### config.mk
export PLATFORM = sky130hd
export DESIGN_NAME = ldop_core
export DESIGN_NICKNAME = d
export VERILOG_FILES = /design/src/include/ldop_pkg.sv /design/src/rtl/ldop_decode.sv /design/src/rtl/ldop_core.sv
export SDC_FILE = /design/constraint.sdc
export NUM_CORES = 1
export LEC_CHECK = 0
export ABC_AREA = 1
export ABC_CLOCK_PERIOD_IN_PS = 2400
export BUFFER_PORTS_ARGS = -buffer_cell sky130_fd_sc_hd__buf_2
export CORE_MARGIN = 10
export CORE_UTILIZATION = 40
export CTS_BUF_LIST = sky130_fd_sc_hd__clkbuf_8
export DETAILED_ROUTE_END_ITERATION = 6
export GPL_TIMING_DRIVEN = 0
export HOLD_SLACK_MARGIN = 0.03
export PLACE_DENSITY = 0.62
export REMOVE_ABC_BUFFERS = 1
export SLEW_MARGIN = 20
export SYNTH_ARGS = -nofsm -noshare
export SYNTH_HDL_FRONTEND = slang
export SYNTH_HIERARCHICAL = 1
export SYNTH_SLANG_ARGS = --single-unit
### constraint.sdc
create_clock -name CLK_SYS -period 2.4 [get_ports CLK_SYS]
set_input_delay 0.12 -clock CLK_SYS [delete_from_list [all_inputs] [get_ports CLK_SYS]]
set_output_delay 0.12 -clock CLK_SYS [all_outputs]
set_load 0.01 [all_outputs]
### src/include/ldop_pkg.sv
// constants and encodings for the load / output / power instruction group
// assumes a 10-bit instruction word presented once per machine cycle
//
// Function
// - increment y pointer, skip next on wrap
// - load accumulator immediate, chained loads skipped
// - load x and y pointers in one cycle
// - back to back pointer loads: later skipped
// - load 2-bit bank pointer, nothing else
// - no-operation changes only program counter, arm flag and chain state
// - accumulator bit 0 to single-bit port
// - accumulator to port zero or port one
// - accumulator bits 1:0 to port two
// - accumulator or memory nibble, carry kept
// - armed backup entry stops all functions
// - unarmed backup entry acts as no-operation
// - rotate carry and accumulator right by one
package ldop_pkg;
  localparam logic [9:0] OP_NOP = 10'h000;
  localparam logic [9:0] OP_INC_Y = 10'h013;
  localparam logic [9:0] OP_OR_MEM = 10'h019;
  localparam logic [9:0] OP_ROT_RIGHT = 10'h01D;
  localparam logic [9:0] OP_BACKUP_ENTRY = 10'h008;
  localparam logic [9:0] OP_BACKUP_ARM = 10'h02D;
  localparam logic [9:0] OP_WR_BIT_PORT = 10'h21F;
  localparam logic [9:0] OP_WR_PORT0 = 10'h220;
  localparam logic [9:0] OP_WR_PORT1 = 10'h221;
  localparam logic [9:0] OP_WR_PORT2 = 10'h222;
  localparam logic [5:0] OP_LOAD_ACC_HI = 6'h07;
  localparam logic [7:0] OP_LOAD_BANK_HI = 8'h12;
  localparam logic [1:0] OP_LOAD_XY_HI = 2'h3;
  localparam logic [3:0] RST_NIBBLE = 4'h0;
  localparam int AVM_ADDR_W = 4;
  // register word offsets (index; byte address is four times it)
  localparam logic [3:0] REG_CTRL = 4'h0;
  localparam logic [3:0] REG_INSTR = 4'h1;
  localparam logic [3:0] REG_MEM = 4'h2;
  localparam logic [3:0] REG_STATE = 4'h3;
  localparam logic [3:0] REG_PORTS = 4'h4;
  localparam logic [3:0] REG_PC = 4'h5;
  typedef enum logic [1:0] {
    CHAIN_NONE,
    CHAIN_ACC,
    CHAIN_XY
  } chain_t;
endpackage

### src/rtl/ldop_decode.sv
// combinational decode of one instruction word into its group strobes
// assumes the word is stable for the whole cycle it is decoded in
`timescale 1ns/1ps
`default_nettype none
module ldop_decode
  import ldop_pkg::*;
(
  input wire logic [9:0] word,
  output logic is_nop,
  output logic is_inc_y,
  output logic is_or_mem,
  output logic is_rot,
  output logic is_entry,
  output logic is_arm,
  output logic is_wr_bit,
  output logic is_wr_p0,
  output logic is_wr_p1,
  output logic is_wr_p2,
  output logic is_load_acc,
  output logic is_load_bank,
  output logic is_load_xy
);
  assign is_nop = word == OP_NOP;
  assign is_inc_y = word == OP_INC_Y;
  assign is_or_mem = word == OP_OR_MEM;
  assign is_rot = word == OP_ROT_RIGHT;
  assign is_entry = word == OP_BACKUP_ENTRY;
  assign is_arm = word == OP_BACKUP_ARM;
  assign is_wr_bit = word == OP_WR_BIT_PORT;
  assign is_wr_p0 = word == OP_WR_PORT0;
  assign is_wr_p1 = word == OP_WR_PORT1;
  assign is_wr_p2 = word == OP_WR_PORT2;
  assign is_load_acc = word[9:4] == OP_LOAD_ACC_HI;
  assign is_load_bank = word[9:2] == OP_LOAD_BANK_HI;
  assign is_load_xy = word[9:8] == OP_LOAD_XY_HI;
endmodule
`default_nettype wire

### src/rtl/ldop_core.sv
// executes the load, output and power instruction group of a 4-bit core
// software writes an instruction word and a memory nibble over Avalon-MM,
// then writes the step register; the word executes in one machine cycle
//
// Added by the designer: the address map and the Avalon-MM slave port.
`timescale 1ns/1ps
`default_nettype none
module ldop_core
  import ldop_pkg::*;
(
  input wire logic CLK_SYS,
  input wire logic SYS_RST,
  input wire logic CLK_EN,
  input wire logic [ldop_pkg::AVM_ADDR_W-1:0] AVM_ADDRESS,
  input wire logic AVM_READ,
  input wire logic AVM_WRITE,
  input wire logic [31:0] AVM_WRITEDATA,
  input wire logic [3:0] AVM_BYTEENABLE,
  output logic [31:0] AVM_READDATA,
  output logic AVM_WAITREQUEST,
  output logic [3:0] PORT_ZERO_PINS,
  output logic [3:0] PORT_ONE_PINS,
  output logic [1:0] PORT_TWO_PINS,
  output logic SINGLE_BIT_PORT,
  output logic BACKUP_STATE
);
  import ldop_pkg::*;

  logic [9:0] instr;
  logic [3:0] mem_nibble;
  logic [3:0] accum;
  logic carry_flag;
  logic [3:0] ptr_x;
  logic [3:0] ptr_y;
  logic [1:0] ptr_z;
  logic [11:0] pc;
  logic skip_next;
  logic armed;
  chain_t chain;
  logic [3:0] port0;
  logic [3:0] port1;
  logic [1:0] port2;
  logic bit_port;
  logic backup;
  logic waitreq;
  logic [31:0] rdata;

  logic d_nop, d_inc_y, d_or, d_rot, d_entry, d_arm, d_wbit, d_wp0, d_wp1, d_wp2, d_la, d_lz, d_lxy;

  ldop_decode u_dec (
    .word(instr),
    .is_nop(d_nop),
    .is_inc_y(d_inc_y),
    .is_or_mem(d_or),
    .is_rot(d_rot),
    .is_entry(d_entry),
    .is_arm(d_arm),
    .is_wr_bit(d_wbit),
    .is_wr_p0(d_wp0),
    .is_wr_p1(d_wp1),
    .is_wr_p2(d_wp2),
    .is_load_acc(d_la),
    .is_load_bank(d_lz),
    .is_load_xy(d_lxy)
  );

  // bus access: one wait cycle, answered on the second edge
  // waitrequest is kept as its own flop so the pin never sees decode glitches
  wire ack = ~waitreq;
  wire req = (AVM_READ | AVM_WRITE) & ~ack;
  wire wr_hit = AVM_WRITE & ack;
  wire lo_en = AVM_BYTEENABLE[0];
  wire hi_en = AVM_BYTEENABLE[1];
  wire wr_instr = wr_hit & (AVM_ADDRESS == REG_INSTR) & ~backup;
  wire wr_mem = wr_hit & (AVM_ADDRESS == REG_MEM) & lo_en & ~backup;
  // backup state freezes execution; only reset leaves it
  wire step = wr_hit & (AVM_ADDRESS == REG_CTRL) & lo_en & AVM_WRITEDATA[0] & ~backup;

  // a skipped word still takes its cycle; it changes pc, the skip and arm flags and the chain state
  wire chain_acc = d_la & (chain == CHAIN_ACC);
  wire chain_xy = d_lxy & (chain == CHAIN_XY);
  wire exec = step & ~skip_next & ~chain_acc & ~chain_xy;

  wire [3:0] y_inc = ptr_y + 4'h1;
  wire [3:0] or_val = accum | mem_nibble;
  wire [4:0] rot_val = {accum[0], carry_flag, accum[3:1]};

  wire [3:0] next_accum = (exec & d_la) ? instr[3:0] :
                          (exec & d_or) ? or_val :
                          (exec & d_rot) ? rot_val[3:0] : accum;
  wire next_carry = (exec & d_rot) ? rot_val[4] : carry_flag;
  wire [3:0] next_x = (exec & d_lxy) ? instr[7:4] : ptr_x;
  wire [3:0] next_y = (exec & d_lxy) ? instr[3:0] :
                      (exec & d_inc_y) ? y_inc : ptr_y;
  wire [1:0] next_z = (exec & d_lz) ? instr[1:0] : ptr_z;
  wire next_skip = exec & d_inc_y & (y_inc == 4'h0);
  wire next_backup = exec & d_entry & armed;
  // unarmed entry falls through with no effect, like a no-operation
  wire next_armed = exec & d_arm;
  chain_t next_chain;
  always_comb begin
    next_chain = CHAIN_NONE;
    if (d_la) begin
      next_chain = CHAIN_ACC;
    end else if (d_lxy) begin
      next_chain = CHAIN_XY;
    end
  end

  always_comb begin
    rdata = 32'h0000_0000;
    if (AVM_ADDRESS == REG_INSTR) begin
      rdata = {22'h00_0000, instr};
    end else if (AVM_ADDRESS == REG_MEM) begin
      rdata = {28'h000_0000, mem_nibble};
    end else if (AVM_ADDRESS == REG_STATE) begin
      rdata = {14'h0000, backup, armed, skip_next, carry_flag, ptr_z, ptr_x, ptr_y, accum};
    end else if (AVM_ADDRESS == REG_PORTS) begin
      rdata = {21'h00_0000, bit_port, port2, port1, port0};
    end else if (AVM_ADDRESS == REG_PC) begin
      rdata = {20'h0_0000, pc};
    end
  end

  always_ff @(posedge CLK_SYS or posedge SYS_RST) begin
    if (SYS_RST) begin
      waitreq <= 1'b1;
      AVM_READDATA <= 32'h0000_0000;
    end else if (CLK_EN) begin
      waitreq <= ~req;
      AVM_READDATA <= (AVM_READ & ~ack) ? rdata : AVM_READDATA;
    end
  end
  assign AVM_WAITREQUEST = waitreq;

  always_ff @(posedge CLK_SYS or posedge SYS_RST) begin
    if (SYS_RST) begin
      instr <= 10'h000;
      mem_nibble <= RST_NIBBLE;
    end else if (CLK_EN) begin
      if (wr_instr & lo_en) begin
        instr[7:0] <= AVM_WRITEDATA[7:0];
      end
      if (wr_instr & hi_en) begin
        instr[9:8] <= AVM_WRITEDATA[9:8];
      end
      if (wr_mem) begin
        mem_nibble <= AVM_WRITEDATA[3:0];
      end
    end
  end

  always_ff @(posedge CLK_SYS or posedge SYS_RST) begin
    if (SYS_RST) begin
      accum <= RST_NIBBLE;
      carry_flag <= 1'b0;
      ptr_x <= RST_NIBBLE;
      ptr_y <= RST_NIBBLE;
      ptr_z <= 2'h0;
      pc <= 12'h000;
      skip_next <= 1'b0;
      armed <= 1'b0;
      chain <= CHAIN_NONE;
      backup <= 1'b0;
    end else if (CLK_EN & step) begin
      accum <= next_accum;
      carry_flag <= next_carry;
      ptr_x <= next_x;
      ptr_y <= next_y;
      ptr_z <= next_z;
      pc <= pc + 12'h001;
      skip_next <= next_skip;
      armed <= next_armed;
      chain <= next_chain;
      backup <= next_backup;
    end
  end

  always_ff @(posedge CLK_SYS or posedge SYS_RST) begin
    if (SYS_RST) begin
      port0 <= RST_NIBBLE;
      port1 <= RST_NIBBLE;
      port2 <= 2'h0;
      bit_port <= 1'b0;
    end else if (CLK_EN & exec) begin
      if (d_wp0) begin
        port0 <= accum;
      end
      if (d_wp1) begin
        port1 <= accum;
      end
      if (d_wp2) begin
        port2 <= accum[1:0];
      end
      if (d_wbit) begin
        bit_port <= accum[0];
      end
    end
  end

  assign PORT_ZERO_PINS = port0;
  assign PORT_ONE_PINS = port1;
  assign PORT_TWO_PINS = port2;
  assign SINGLE_BIT_PORT = bit_port;
  assign BACKUP_STATE = backup;
endmodule
`default_nettype wire

==> summary.md <==
| Metric | Value |
|---|---|
| Run status | complete, no violations |
| Area of the die | 15050 sq um |
| Worst Tran Pin Value | 0.6640 ns |
| Met3 Usage GRT | 2.525% |
| DRT Pass-1 Iters | 5 |
| Placed Cells | 712 |
| Worst EP arrival | 2.42 ns |
| Final cell count without fillers | 737 |
| GRT Total Usage | 16.16% |
| Post-Syn Area | 4217 sq um |
| WL per Instance | 16.31 um |
| MaxCap Viol Count | 0 |
| Post-synthesis instance total | 535 |
| Hold depth | 3 |
| Starting Density | 41.03% |
| Sequential cell area | 1903 sq um |
| Clk root buf | clkbuf_8 |
| Post-Place Worst Slack | 0.1057 ns |
| GRT overflow | 0 |
| Layer carrying the most global-route usage | met2 |
| Mean post-synth cell area | 7.881 sq um |
| Post-DRT Antenna Nets | 0 |
| Post-DP HPWL | 8970 um |
| Global-route wire length before repair | 19020 um |
| H-tree depth | 3 |
| Commonest non-fill, non-tap cell in the layout | nand2_1 |
| Worst path cell trace | nor2_4 > nand2_1 > nor2_1 > nand2_1 > nor2_1 > nor2_4 > inv_1 > nor2_8 > nand2_1 > nand2_2 > nor2_1 > nor2_1 |
| Leak Pwr | 2.416 nW |
| Area growth from synthesis to layout | 14.18% |
| Nets | 644 |
| Slowest cell on the critical path | dfrtp_1 |
| ANT cells | 0 |
| CP top delay family | simple AND/OR/NAND/NOR gates |
| CORE AREA | 10280 sq um |
| R2r worst-path depth | 12 |
| Worst Hold Class | input pin to flip-flop |
| Routability congestion estimate | 0.9836 |
| Multi-input gate area | 1958 sq um |
| Crit path time final | 2.169 ns |
| Buffers and inverters on the worst path | 1 |
| Vias/cell | 5.037 |
| Critical Path Start Type | flip-flop |
| Largest fanout on the critical path | 12 |
| Kind of critical path | flip-flop to flip-flop |
| # IOs | 90 |
| Final worst slack | 0.2308 ns |
| Ys Warns | 6 |
| RSZ-0062 raised after global routing | false |
| 1st-iter DRT viols | 282 |
| Chip Width | 122.7 um |
| Fill cell count | 1073 |
| Worst skew pair latency | 0.35 ns |
| Hold Vio Cnt, Final | 0 |
| CTS tree | yes |
| Routed vias | 3712 |
| Vias in the first global route | 3607 |
| Slew Limit Fails | 0 |
| Share of layout cells above drive strength 1 | 16.97% |
| Endpoints failing setup | 0 |
| FMAX | 461.0 MHz |
| CTS Sinks | 76 |
| Peak supply drop | 0.0003223 V |
| Final wirelength | 12020 um |
| Drt drc | 0 |
| TritonCTS Buffers | 9 |
| Rel. slew slack | 55.68% |
| Most frequent cells in the layout | 130 x nand2_1, 75 x dfrtp_1, 60 x inv_1 |
| CTS Buffer Depth | 2 |
| Initial antenna violation count | 0 |
| GRT met1 Usage | 21.14% |
| Pin count of the biggest net entering global routing | 52 |
| CP peak stage delay | 0.45 ns |
| WP depth | 12 |
| GR Layer Usage met2 | 26.41% |
| Cell Rows | 37 |
| Power per cell area | 499.1 nW/um^2 |
| Period utilization | 90.39% |
| Most used cell, CP | nor2_1 |
| PortBufs | 51 |
| Die Y | 122.7 um |
| CP required | 2.65 ns |
| Clk slew on worst S/H paths | 0.08 ns |
| Crit end category | flip-flop |
| Layout Utilization | 46.85% |
| Clk_skew | 0.009150 ns |
==> registers in the layout, summed over array words and instances, names as in the netlist <==
register and cells:
ptr_x 4, SINGLE_BIT_PORT 1, pc 12, skip_next 1
chain 2, PORT_ONE_PINS 4, AVM_WAITREQUEST 1, mem_nibble 4
ptr_y 4, instr 10, ptr_z 2, AVM_READDATA 18
PORT_ZERO_PINS 4, PORT_TWO_PINS 2, accum 4, BACKUP_STATE 1
carry_flag 1, armed 1
==> report_power, final <==
| group | internal [mW] | leakage [nW] | switching [mW] | total [mW] |
|---|---|---|---|---|
| Clock | 0.386 | 0.101 | 0.480 | 0.866 |
| Sequential | 1.31 | 0.987 | 0.0143 | 1.32 |
| Combinational | 0.0730 | 1.33 | 0.141 | 0.214 |
==> metal layers <==
layer | wire (um) | share of wire, %
met5 | 0 | 0
met3 | 570 | 4.7
met2 | 5684 | 47
met1 | 5542 | 46
met4 | 219 | 1.8
==> worst register-to-register path, stage by stage, from the launching register on <==
cell and delay (ns):
dfrtp_1 0.45, nor2_4 0.21, nand2_1 0.08, nor2_1 0.34, nand2_1 0.10, nor2_1 0.18, nor2_4 0.14, inv_1 0.17
nor2_8 0.08, nand2_1 0.11, nand2_2 0.09, nor2_1 0.09, nor2_1 0.05
==> path summary, 6_finish.rpt <==
check / endpoint / start / slack [ns]
max in group asynchronous: AVM_WAITREQUEST / SYS_RST / 1.49
setup reg to reg: ptr_y[0] / instr[9] / 0.23
hold reg to reg: AVM_READDATA[13] / AVM_READDATA[13] / 0.48
setup / recovery: ptr_y[0] / instr[9] / 0.23
hold / removal: instr[5] / AVM_WRITEDATA[5] / 0.04
min in group asynchronous: pc[7] / SYS_RST / 0.29
==> timing repair <==
item,4_1_cts,5_1_grt
hold endpoints to repair,31,0
setup endpoints to repair,0,11
hold buffers,6,0
buffers inserted,0,2
gates resized for setup,0,2
==> per-stage QoR <==
step	total power [mW]	TNS, ns	cell area, sq um	hold WS (ns)
floorplan	1.453	0	4098	0.2577
global placement	1.539	-50.38	4523	0.3565
detailed placement	1.549	0	4553	0.1363
CTS	2.415	0	4776	0.03934
global route	2.499	0	4815	0.04720
finish	2.403	0	4815	0.04461
==> final cells by class <==
| class | count | share of cell area [%] |
|---|---|---|
| multi-input combinational | 385 | 40.67 |
| sequential | 76 | 39.53 |
| timing repair buffer | 60 | 7.692 |
| inverter | 63 | 5.042 |
| tap | 136 | 3.534 |
| clock buffer | 10 | 2.859 |
| clock inverter | 6 | 0.5198 |
| timing repair inverter | 1 | 0.1559 |
No activity file was read; power rests on OpenSTA's default activity.
